===== src/rtl/fcsf_pkg.sv =====
// Package with register map, field positions and encodings for the status flag block.
package fcsf_pkg;
    // Register byte addresses on the APB.
    localparam logic [7:0] ADDR_CMD_END      = 8'h00;
    localparam logic [7:0] ADDR_XFER_ERR     = 8'h04;
    localparam logic [7:0] ADDR_MEDIA_MARK   = 8'h08;
    localparam logic [7:0] ADDR_CONTROL      = 8'h0C;
    localparam logic [7:0] ADDR_DRIVE_STATE  = 8'h10;
    localparam logic [7:0] ADDR_RESULT_READY = 8'h14;

    // Termination class codes in bits 7:6 of the first status byte.
    localparam logic [1:0] TC_NORMAL  = 2'h0;
    localparam logic [1:0] TC_ABNORM  = 2'h1;
    localparam logic [1:0] TC_INVALID = 2'h2;
    localparam logic [1:0] TC_READY   = 2'h3;

    // Field positions in the first status byte.
    localparam int B0_TC_LO = 6;
    localparam int B0_SEEK  = 5;
    localparam int B0_EQUIP = 4;
    localparam int B0_NRDY  = 3;
    localparam int B0_HEAD  = 2;
    localparam int B0_UHI   = 1;
    localparam int B0_ULO   = 0;

    // Field positions in the second status byte.
    localparam int B1_EOC   = 7;
    localparam int B1_DERR  = 5;
    localparam int B1_OVR   = 4;
    localparam int B1_NODAT = 2;
    localparam int B1_NWR   = 1;
    localparam int B1_MAM   = 0;

    // Field positions in the third status byte.
    localparam int B2_CM    = 6;
    localparam int B2_DCRC  = 5;
    localparam int B2_WCYL  = 4;
    localparam int B2_SHIT  = 3;
    localparam int B2_SNOT  = 2;
    localparam int B2_BCYL  = 1;
    localparam int B2_MDM   = 0;

    // Control register fields.
    localparam int CTL_START = 0;
    localparam int CTL_ACK   = 1;

    // Recalibrate step limit and index pulse limit for ID search.
    localparam logic [6:0] RECAL_STEPS   = 7'h4D;
    localparam logic [1:0] INDEX_LIMIT   = 2'h2;
    localparam logic [7:0] BAD_CYL_VALUE = 8'hFF;

    // Command kinds as seen by the status logic.
    typedef enum logic [2:0] {
        FCSF_CMD_READ,
        FCSF_CMD_WRITE,
        FCSF_CMD_FORMAT,
        FCSF_CMD_SCAN,
        FCSF_CMD_READ_ID,
        FCSF_CMD_READ_TRACK,
        FCSF_CMD_SEEK,
        FCSF_CMD_RECAL
    } fcsf_cmd_t;

    localparam logic [31:0] RDATA_ZERO = 32'h0000_0000;
endpackage : fcsf_pkg


===== src/rtl/fcsf_step_monitor.sv =====
// Recalibrate step counter and index pulse window for the status flag block.
`timescale 1ns/1ps
`default_nettype none
module fcsf_step_monitor
    import fcsf_pkg::*;
(
    input  wire logic       pclk,
    input  wire logic       presetn,
    input  wire logic       clear,
    input  wire logic       recal_active,
    input  wire logic       step_pulse,
    input  wire logic       track_zero,
    input  wire logic       id_search,
    input  wire logic       id_mark_seen,
    input  wire logic       index_pulse,
    output logic            recal_fail,
    output logic            id_missing
);
    logic [6:0] step_count;
    logic [1:0] index_count;

    // Counts step pulses of a recalibrate; a full count with no track zero is a failure.
    always_ff @(posedge pclk or negedge presetn)
    begin
        if (!presetn)
            step_count <= '0;
        else if (clear || !recal_active || track_zero)
            step_count <= '0;
        else if (step_pulse && step_count != RECAL_STEPS)
            step_count <= step_count + 7'h01;
    end

    // Failure is a level held until clear so the parent may sample it in any later cycle.
    always_ff @(posedge pclk or negedge presetn)
    begin
        if (!presetn)
            recal_fail <= 1'b0;
        else if (clear)
            recal_fail <= 1'b0;
        else if (recal_active && !track_zero && step_count == RECAL_STEPS)
            recal_fail <= 1'b1;
    end

    // Counts index pulses while an ID mark is looked for; a found mark restarts the window.
    always_ff @(posedge pclk or negedge presetn)
    begin
        if (!presetn)
            index_count <= '0;
        else if (clear || !id_search || id_mark_seen)
            index_count <= '0;
        else if (index_pulse && index_count != INDEX_LIMIT)
            index_count <= index_count + 2'h1;
    end

    // Two index pulses with no ID mark reports the mark missing.
    always_ff @(posedge pclk or negedge presetn)
    begin
        if (!presetn)
            id_missing <= 1'b0;
        else if (clear)
            id_missing <= 1'b0;
        else if (id_search && index_count == INDEX_LIMIT)
            id_missing <= 1'b1;
    end
endmodule // fcsf_step_monitor
`default_nettype wire


===== src/rtl/fcsf_status_flags.sv =====
// Top of the floppy controller status flag block with its APB register file.
//
// Summary of operation
// - Normal end 00, started but failed 01.
// - Invalid command never started reports 10.
// - Ready change during command reports 11.
// - Seek completion sets seek finished flag.
// - Drive fault or 77 steps sets equipment check.
// - Not ready or side 1 single-sided sets flag.
// - Head and unit select captured at end.
// - Sector beyond cylinder end sets end flag.
// - Unused bits of bytes two, three read zero.
// - ID or data CRC failure sets data error.
// - Late host byte service sets overrun flag.
// - Sector, ID or start sector missing: no data.
// - Write protect on writes sets not writable.
// - Missing data or ID mark sets address flag.
// - Deleted mark on read or scan: control mark.
// - Data field CRC failure sets third byte bit.
// - Cylinder mismatch sets wrong, FF sets bad.
// - Scan equal hit and scan not satisfied.
// - No data mark on read sets bit zero.
//
// Local design decisions: the register offsets and the APB interface to the registers.
`timescale 1ns/1ps
`default_nettype none
module fcsf_status_flags
    import fcsf_pkg::*;
(
    input  wire logic                 pclk,
    input  wire logic                 presetn,
    input  wire logic                 psel,
    input  wire logic                 penable,
    input  wire logic                 pwrite,
    input  wire logic [7:0]           paddr,
    input  wire logic [31:0]          pwdata,
    output logic      [31:0]          prdata,
    output logic                      pready,
    output logic                      pslverr,
    input  wire fcsf_pkg::fcsf_cmd_t  cmd_kind,
    input  wire logic                 cmd_invalid,
    input  wire logic                 cmd_done,
    input  wire logic                 head_select,
    input  wire logic [1:0]           unit_select,
    input  wire logic                 drive_fault,
    input  wire logic                 drive_ready,
    input  wire logic                 drive_two_side,
    input  wire logic                 track_zero,
    input  wire logic                 write_protect,
    input  wire logic                 index_pulse,
    input  wire logic                 step_pulse,
    input  wire logic                 seek_done,
    input  wire logic                 sector_past_end,
    input  wire logic                 id_crc_fail,
    input  wire logic                 data_crc_fail,
    input  wire logic                 byte_late,
    input  wire logic                 sector_not_found,
    input  wire logic                 id_mark_seen,
    input  wire logic                 data_mark_missing,
    input  wire logic                 deleted_mark_seen,
    input  wire logic                 cylinder_valid,
    input  wire logic [7:0]           cylinder_read,
    input  wire logic [7:0]           cylinder_requested,
    input  wire logic                 scan_equal,
    input  wire logic                 scan_exhausted,
    output logic                      cmd_busy,
    output logic                      result_ready
);
    typedef enum logic [1:0] {FCSF_IDLE, FCSF_RUN, FCSF_RESULT} fcsf_state_t;

    fcsf_state_t state;
    logic [7:0]  cmd_end_status;
    logic [7:0]  transfer_error_status;
    logic [7:0]  media_mark_status;
    logic [7:0]  acc1;
    logic [7:0]  acc2;
    logic        acc_seek;
    logic        acc_equip;
    logic        acc_nrdy;
    logic        acc_err;
    logic        ready_changed;
    logic        ready_at_start;
    fcsf_cmd_t   run_kind;
    logic        recal_fail;
    logic        id_missing;
    logic        mon_clear;
    logic        apb_wr;
    logic        apb_rd;
    logic        start_req;
    logic        ack_req;

    // Read and write kinds that need a ready drive and a present side.
    function automatic logic is_rw(input fcsf_cmd_t k);
        return k == FCSF_CMD_READ || k == FCSF_CMD_WRITE || k == FCSF_CMD_SCAN
            || k == FCSF_CMD_FORMAT || k == FCSF_CMD_READ_ID || k == FCSF_CMD_READ_TRACK;
    endfunction

    // Kinds that read data fields from the medium.
    function automatic logic is_read(input fcsf_cmd_t k);
        return k == FCSF_CMD_READ || k == FCSF_CMD_SCAN;
    endfunction

    assign apb_wr    = psel && penable && pwrite;
    assign apb_rd    = psel && penable && !pwrite;
    assign start_req = apb_wr && paddr == ADDR_CONTROL && pwdata[CTL_START];
    assign ack_req   = apb_wr && paddr == ADDR_CONTROL && pwdata[CTL_ACK];
    assign mon_clear = state != FCSF_RUN;

    fcsf_step_monitor u_mon (
        .pclk         (pclk),
        .presetn      (presetn),
        .clear        (mon_clear),
        .recal_active (run_kind == FCSF_CMD_RECAL && state == FCSF_RUN),
        .step_pulse   (step_pulse),
        .track_zero   (track_zero),
        .id_search    (is_rw(run_kind) && state == FCSF_RUN),
        .id_mark_seen (id_mark_seen),
        .index_pulse  (index_pulse),
        .recal_fail   (recal_fail),
        .id_missing   (id_missing)
    );

    // Command sequencing; an invalid command goes straight to the result phase.
    always_ff @(posedge pclk or negedge presetn)
    begin
        if (!presetn)
            state <= FCSF_IDLE;
        else
            case (state)
                FCSF_IDLE:
                    if (start_req)
                        state <= cmd_invalid ? FCSF_RESULT : FCSF_RUN;
                FCSF_RUN:
                    if (cmd_done || ready_changed)
                        state <= FCSF_RESULT;
                FCSF_RESULT:
                    if (ack_req)
                        state <= FCSF_IDLE;
                default:
                    state <= FCSF_IDLE;
            endcase
    end

    // Command kind and ready level are latched at start.
    always_ff @(posedge pclk or negedge presetn)
    begin
        if (!presetn)
        begin
            run_kind       <= FCSF_CMD_READ;
            ready_at_start <= 1'b0;
        end
        else if (state == FCSF_IDLE && start_req)
        begin
            run_kind       <= cmd_kind;
            ready_at_start <= drive_ready;
        end
    end

    // Any ready edge during a run ends the command abnormally.
    assign ready_changed = drive_ready != ready_at_start;

    // Flags accumulate during the run; set wins, cleared only at the next start.
    always_ff @(posedge pclk or negedge presetn)
    begin
        if (!presetn)
        begin
            acc1      <= '0;
            acc2      <= '0;
            acc_seek  <= 1'b0;
            acc_equip <= 1'b0;
            acc_nrdy  <= 1'b0;
        end
        else if (state == FCSF_IDLE && start_req)
        begin
            acc1      <= '0;
            acc2      <= '0;
            acc_seek  <= 1'b0;
            acc_equip <= 1'b0;
            acc_nrdy  <= is_rw(cmd_kind) && !cmd_invalid
                         && (!drive_ready || (head_select && !drive_two_side));
        end
        else if (state == FCSF_RUN)
        begin
            if (seek_done && (run_kind == FCSF_CMD_SEEK || run_kind == FCSF_CMD_RECAL))
                acc_seek <= 1'b1;
            if (drive_fault || recal_fail)
                acc_equip <= 1'b1;
            if (sector_past_end)
                acc1[B1_EOC] <= 1'b1;
            if (id_crc_fail || data_crc_fail)
                acc1[B1_DERR] <= 1'b1;
            if (byte_late)
                acc1[B1_OVR] <= 1'b1;
            if (sector_not_found || (run_kind == FCSF_CMD_READ_ID && id_crc_fail))
                acc1[B1_NODAT] <= 1'b1;
            if (write_protect && (run_kind == FCSF_CMD_WRITE || run_kind == FCSF_CMD_FORMAT))
                acc1[B1_NWR] <= 1'b1;
            if ((data_mark_missing && is_read(run_kind)) || id_missing)
                acc1[B1_MAM] <= 1'b1;
            if (data_mark_missing && is_read(run_kind))
                acc2[B2_MDM] <= 1'b1;
            if (deleted_mark_seen && is_read(run_kind))
                acc2[B2_CM] <= 1'b1;
            if (data_crc_fail)
                acc2[B2_DCRC] <= 1'b1;
            if (cylinder_valid && cylinder_read != cylinder_requested)
            begin
                if (cylinder_read == BAD_CYL_VALUE)
                    acc2[B2_BCYL] <= 1'b1;
                else
                    acc2[B2_WCYL] <= 1'b1;
            end
            if (run_kind == FCSF_CMD_SCAN && scan_equal)
                acc2[B2_SHIT] <= 1'b1;
            if (run_kind == FCSF_CMD_SCAN && scan_exhausted)
                acc2[B2_SNOT] <= 1'b1;
        end
    end

    // Any error flag means the command started but did not finish properly.
    assign acc_err = acc_equip || acc_nrdy || (|acc1) || acc2[B2_DCRC] || acc2[B2_WCYL]
                  || acc2[B2_BCYL] || acc2[B2_SNOT] || acc2[B2_MDM];

    // Result bytes are captured once as the command ends and held until the next command ends or an invalid command starts.
    always_ff @(posedge pclk or negedge presetn)
    begin
        if (!presetn)
        begin
            cmd_end_status        <= '0;
            transfer_error_status <= '0;
            media_mark_status     <= '0;
        end
        else if (state == FCSF_IDLE && start_req && cmd_invalid)
        begin
            cmd_end_status        <= {TC_INVALID, 6'h00};
            transfer_error_status <= '0;
            media_mark_status     <= '0;
        end
        else if (state == FCSF_RUN && (cmd_done || ready_changed))
        begin
            cmd_end_status[B0_TC_LO+1:B0_TC_LO] <= ready_changed ? TC_READY
                                                 : (acc_err ? TC_ABNORM : TC_NORMAL);
            cmd_end_status[B0_SEEK]  <= acc_seek;
            cmd_end_status[B0_EQUIP] <= acc_equip;
            cmd_end_status[B0_NRDY]  <= acc_nrdy;
            cmd_end_status[B0_HEAD]  <= head_select;
            cmd_end_status[B0_UHI]   <= unit_select[1];
            cmd_end_status[B0_ULO]   <= unit_select[0];
            transfer_error_status    <= acc1 & 8'hB7;
            media_mark_status        <= acc2 & 8'h7F;
        end
    end

    // Status outputs toward the command sequencer.
    always_ff @(posedge pclk or negedge presetn)
    begin
        if (!presetn)
        begin
            cmd_busy     <= 1'b0;
            result_ready <= 1'b0;
        end
        else
        begin
            cmd_busy     <= state == FCSF_RUN;
            result_ready <= state == FCSF_RESULT;
        end
    end

    // APB answers in the access cycle with no wait state; the reply is registered.
    always_ff @(posedge pclk or negedge presetn)
    begin
        if (!presetn)
        begin
            prdata  <= RDATA_ZERO;
            pready  <= 1'b0;
            pslverr <= 1'b0;
        end
        else
        begin
            pready  <= psel && !penable;
            pslverr <= 1'b0;
            prdata  <= RDATA_ZERO;
            if (psel && !penable)
                case (paddr)
                    ADDR_CMD_END:      prdata <= {24'h00_0000, cmd_end_status};
                    ADDR_XFER_ERR:     prdata <= {24'h00_0000, transfer_error_status};
                    ADDR_MEDIA_MARK:   prdata <= {24'h00_0000, media_mark_status};
                    ADDR_CONTROL:      prdata <= RDATA_ZERO;
                    ADDR_DRIVE_STATE:  prdata <= {24'h00_0000, drive_fault, write_protect,
                                         drive_ready, track_zero, drive_two_side,
                                         head_select, unit_select};
                    ADDR_RESULT_READY: prdata <= {30'h0000_0000, state == FCSF_RUN,
                                         state == FCSF_RESULT};
                    default:           pslverr <= 1'b1;
                endcase
        end
    end

    logic unused_rd;
    assign unused_rd = apb_rd;
endmodule // fcsf_status_flags
`default_nettype wire


===== config.mk =====
export PLATFORM = sky130hd
export DESIGN_NAME = fcsf_status_flags
export DESIGN_NICKNAME = d
export VERILOG_FILES = /design/src/rtl/fcsf_pkg.sv /design/src/rtl/fcsf_step_monitor.sv /design/src/rtl/fcsf_status_flags.sv
export SDC_FILE = /design/constraint.sdc
export NUM_CORES = 1
export LEC_CHECK = 0
export BUFFER_PORTS_ARGS = -buffer_cell sky130_fd_sc_hd__buf_2
export CORE_MARGIN = 2
export CORE_UTILIZATION = 50
export CTS_CLUSTER_DIAMETER = 30
export DETAILED_ROUTE_END_ITERATION = 8
export MAX_ROUTING_LAYER = met4
export PLACE_DENSITY = 0.85
export SLEW_MARGIN = 30
export SYNTH_ARGS = -nofsm -noshare
export SYNTH_HDL_FRONTEND = slang
export SYNTH_SLANG_ARGS = --single-unit

===== constraint.sdc =====
create_clock -name pclk -period 2 [get_ports pclk]
set_input_delay 0.4 -clock pclk [delete_from_list [all_inputs] [get_ports pclk]]
set_output_delay 0.4 -clock pclk [all_outputs]
set_load 0.05 [all_outputs]

# Word level (Yosys, flattened, before mapping)
# Cells that the tools add are included.
[word_totals]
ff_bits = 93
inputBits = 88
output_inout_bits = 36
word_cells = 225
[op_classes]
add_sub_neg = 2
eq_ne = 31
n_mux = 54
n_reduce_logical = 107
[ops]
columns = ["cell", "count"]
rows = [
  ["8-bit 2-to-1 mux", 6],
  ["2-bit nonzero test", 21],
  ["8-bit case mux with 5 select lines", 1],
  ["32-bit 2-to-1 mux", 1],
  ["1-bit logical OR", 30],
  ["1-bit 2-to-1 mux", 30],
  ["7-bit 2-to-1 mux", 4],
  ["1-bit logical AND", 27],
  ["2-bit AND reduction", 13],
  ["3-bit equality test (second input constant)", 6],
  ["2-bit 2-to-1 mux", 9],
  ["8-bit by 4-bit equality test with 1-bit output (second input constant)", 2],
  ["8-bit by 5-bit equality test with 1-bit output (second input constant)", 2],
  ["3-bit by 2-bit equality test with 1-bit output (second input constant)", 4],
  ["6-bit OR reduction", 2],
  ["3-bit AND reduction", 3],
  ["8-bit by 3-bit equality test with 1-bit output (second input constant)", 1],
  ["8-bit equality test (second input constant)", 1],
  ["8-bit logical NOT", 1],
  ["8-bit != test", 1],
  ["7-bit by 1-bit adder with 7-bit output (second input constant)", 1],
  ["7-bit equality test (second input constant)", 1],
  ["1-bit logical NOT", 7],
  ["7-bit != test (second input constant)", 1],
  ["11 further kinds", 19],
]

# Logic depth before layout (Yosys ltp)
[depth]
depth_word = 11
depth_mapped = 7

# By module
# A second synthesis with hierarchy kept.
[unflattened]
cells_unflattened = 339
area_unflattened_um2 = 3455.8
[by_module_without_submodules]
columns = ["mod", "instances", "cells_per_inst", "area_per_inst_um2"]
rows = [
  ["fcsf_status_flags", 1, 280, 2877.8],
  ["fcsf_step_monitor", 1, 59, 578.1],
]

# Worst setup path after synthesis
# No wires, ideal clock.
[synth_path]
path_kind = "input port to flip-flop"
from = "in paddr[1]"
to = "reg acc_nrdy"
setup_time_ps = 125
arrival_time_ps = 1852
slack_ps = 23
cell_stages = 5
n_path_buf = 1
cell_sequence = "or4_4 -> nor4_2 -> and3_4 -> buf_12 -> mux2_4"
[synth_between]
elab_chain_cells = 4
[synth_lines]
columns = ["item", "line_no", "source"]
rows = [
  ["start, declared", "fcsf_status_flags.sv:35", "input wire logic [7:0] paddr,"],
  ["8-bit by 4-bit equality test with 1-bit output", "fcsf_status_flags.sv:105", "assign start_req = apb_wr && paddr == ADDR_CONTROL && pwdata[CTL_START];"],
  ["1-bit logical AND (2 in a row)", "fcsf_status_flags.sv:105", ""],
  ["1-bit logical AND", "fcsf_status_flags.sv:173", "else if (state == FCSF_IDLE && start_req)"],
  ["end signal, assigned", "fcsf_status_flags.sv:179", "acc_nrdy <= is_rw(cmd_kind) && !cmd_invalid"],
  ["end, declared", "fcsf_status_flags.sv:79", "logic acc_nrdy;"],
]
# No other way between the ends.
# A chain may end at the register's enable or synchronous reset.

# Worst setup path in the final report
[layout_path]
from = "in paddr[1]"
to = "reg ready_at_start"
[layout_between]
elab_chain_cells = 4
[layout_lines]
columns = ["item", "line_no", "source"]
rows = [
  ["8-bit by 4-bit equality test with 1-bit output", "fcsf_status_flags.sv:105", ""],
  ["1-bit logical AND (2 in a row)", "fcsf_status_flags.sv:105", ""],
  ["1-bit logical AND", "fcsf_status_flags.sv:152", "else if (state == FCSF_IDLE && start_req)"],
  ["end signal, assigned", "fcsf_status_flags.sv:155", "ready_at_start <= drive_ready;"],
  ["end, declared", "fcsf_status_flags.sv:82", "logic ready_at_start;"],
]
# No other way between the ends.

==> impl_metrics.yaml <==
yosys:
  synthTopCellsByCount: "66 x dfrtp_1, 54 x nand2_1, 41 x a21oi_1"
  syn_area_per_cell_um2: 9.47
  netlist_area_um2: 3390
  netlist_instances: 358
  synth.most_common_cell: "dfrtp_1"
  synth_area_leaders: "dfrtp_1 49%, a21oi_1 6.0%, nand2_1 6.0%"
  synth_ff_type: "dfrtp_1"
  synth_seq_cells: 66
  yosysTopAreaCellShare: 0.487
  yosys_warnings: 0
  synth_edf_count: 0
  synth_cell_types: 53
  synth_seq_area_share: 0.487
  yosysTopAreaCell: "dfrtp_1"
  async_reset_ff_frac: 1.00
detailed_routing:
  dr.first_iter.drc_count: 243
  via_count: 2788
  final_antenna_net_count: 0
  drc: 0
  drt_first_pass_iters: 4
  wl_per_cell_um: 14.7
  drt_wl_total_um: 7630
  viasPerCell: 5.38
global_route:
  grt_max_degree: 67
  grt_pass1_vias: 2638
  grt_use_total: 0.224
  grt_antenna_before_repair: 0
  grt_pass1_wl_um: 12400
  grt.overflow.total: 0
worst_setup_path:
  crit_type: "primary input to register"
  ff2ff_setup_slack_ps: 340
  r2r-start: "state[1]$_DFFE_PN0P_"
  cp-start-kind: "primary input"
  required_ps: 2230
  crit_fanout: 6
  end_kind: "register"
  worstPathArrival_ps: 2080
  cp-startpoint: "paddr[1]"
clock_tree:
  clock_latency_ps: 340
  cts_max_level: 3
  cts_sinks: 66
  cts_buffers: 9
  ctsHoldBuffers: 0
  cts.clk_slew.worst_paths_ps: 70
  cts_tree: "yes"
  clockRootBuffer: "clkbuf_8"
  clock_path_buffers: 2
  postCtsSetupBuffers: 0
  postCtsResizedCells: 0
timing:
  rsz0062_at_grt: "false"
  hold_violations: 0
  maxSlewViolCount: 0
  fin_skew_ps: 8.89
  period_needed_ps: 1850
  max_freq_mhz: 540
  setup_violations: 0
  timing.final.crit_share: 0.926
floorplan:
  dieHeight_um: 86.4
  fp.dieArea_um2: 7460
  die_w_um: 86.4
  core-area_um2: 6680
  start_util: 0.508
  ios: 124
  rows: 30
finish:
  synthToLayoutAreaGrowth_pct: 16.2
  num_antenna_cells: 0
  fillCellCount: 582
  post-route-util: 0.590
  drive_above_1_share: 0.242
  fin_nets: 526
flow_run:
  maxCapViolCount: 0
pwr:
  total_leakage_power_uw: 0.00190
  total_power_uw: 2690
  power_density_nw_per_um2: 683
  ir_worst_vdd_v: 0.000347
placement:
  io_buffers: 69
  place_congestion: 0.932
  dp.final_hpwl_um: 5730
hold_path:
  hold_path_class: "primary input to async pin"
run_status:
  status: "finished, final reports clean"
## kinds of logic (layout without fill, tap and decap cells)
logic type                 count (synthesis)  in the layout  share of synthesized area
muxes                                     13             13                     0.0432
DFF                                       66             66                      0.487
buffers and inverters                     48            105                     0.0915
xor gates and xnor gates                  15             15                     0.0387
other                                      1             24                    0.00111
adders and majority gates                  3              3                     0.0111
AOI/OAI and AO/OA                         72             72                      0.125
and+or+nand+nor                          140            140                      0.202
## through the flow
step,instances,hold WS [ps],setup WS [ps],area [µm²],TNS [ps]
floorplan,381,104,22.9,3480,0
global placement,504,438,-123,3770,-2300
detailed placement,504,440,-203,3770,-4470
CTS,518,73.8,161,3940,0
global route,518,85.5,116,3940,0
finish,518,67.2,148,3940,0
## worst max-delay path: stages
cell and delay [ps]:
buf_2 110, or4_4 560, nor4_2 350, and3_4 310
mux2_2 350
## registers in the layout, summed over array words and instances, names as in the netlist, 2 cells and up
| signal | count |
|---|---|
| u_mon.step_count | 7 |
| prdata | 8 |
| u_mon.index_count | 2 |
| media_mark_status | 7 |
| acc2 | 7 |
| transfer_error_status | 6 |
| cmd_end_status | 8 |
| acc1 | 6 |
| state | 2 |
| run_kind | 3 |
## where the power goes
part           internal (µW)  switching (µW)  total, µW  leakage, µW
clock                    555             485       1040    0.0000918
combinational           88.9             216        305     0.000919
sequential              1340            4.72       1350     0.000889
total                   1990             706       2690      0.00190
## cell usage in the layout (no fill, tap or decap), drive strengths merged, types with 2 or more instances in the layout
| cell | instances |
|---|---|
| nand2 | 54 |
| a21oi | 41 |
| inv | 8 |
| o21a | 2 |
| dfrtp | 66 |
| buf | 82 |
| or4 | 4 |
| o2bb2ai | 3 |
| nor3 | 10 |
| a21boi | 3 |
| clkbuf | 10 |
| mux2 | 4 |
| nor4 | 6 |
| ha | 3 |
| xnor2 | 9 |
| and3 | 3 |
| nand2b | 6 |
| nor2b | 5 |
| o21ai | 10 |
| mux2i | 9 |
| nor2 | 30 |
| clkinv | 4 |
| a221oi | 2 |
| xor2 | 6 |
| conb | 24 |
| nand3 | 8 |
| o211ai | 2 |
| or3 | 2 |
| nand4 | 6 |
## area by class of cell
cell class / instances / area, µm² / area share
repair buffers: 82 / 468 / 0.119
multi-input cells: 267 / 1520 / 0.385
clock buffers: 10 / 128 / 0.0324
well taps: 80 / 100 / 0.0254
clock inverters: 4 / 45.0 / 0.0114
flip-flops and latches: 66 / 1650 / 0.419
inverters: 9 / 33.8 / 0.00857
## layer usage
| metal | part of all wire | up-vias | track usage |
|---|---|---|---|
| met5 | 0 | - | - |
| met4 | 0.012 | 0 | 0.0767 |
| met3 | 0.066 | 9 | 0.0581 |
| met2 | 0.48 | 121 | 0.350 |
| met1 | 0.44 | 1319 | 0.286 |
| li1 | - | 1339 | - |
## final timing paths
kind / endpoint / depth (start not counted)
setup / recovery: ready_at_start$_DFFE_PN0P_ / 5
hold / removal: pslverr$_DFF_PN0_ / 2
setup reg to reg: acc1[0]$_DFFE_PN0P_ / 6
hold reg to reg: u_mon.recal_fail$_DFFE_PN0P_ / 2
max in group asynchronous: acc_seek$_DFFE_PN0P_ / 2
min in group pclk: u_mon.index_count[1]$_DFFE_PN0P_ / 2
No activity file was read; power rests on OpenSTA's default activity.
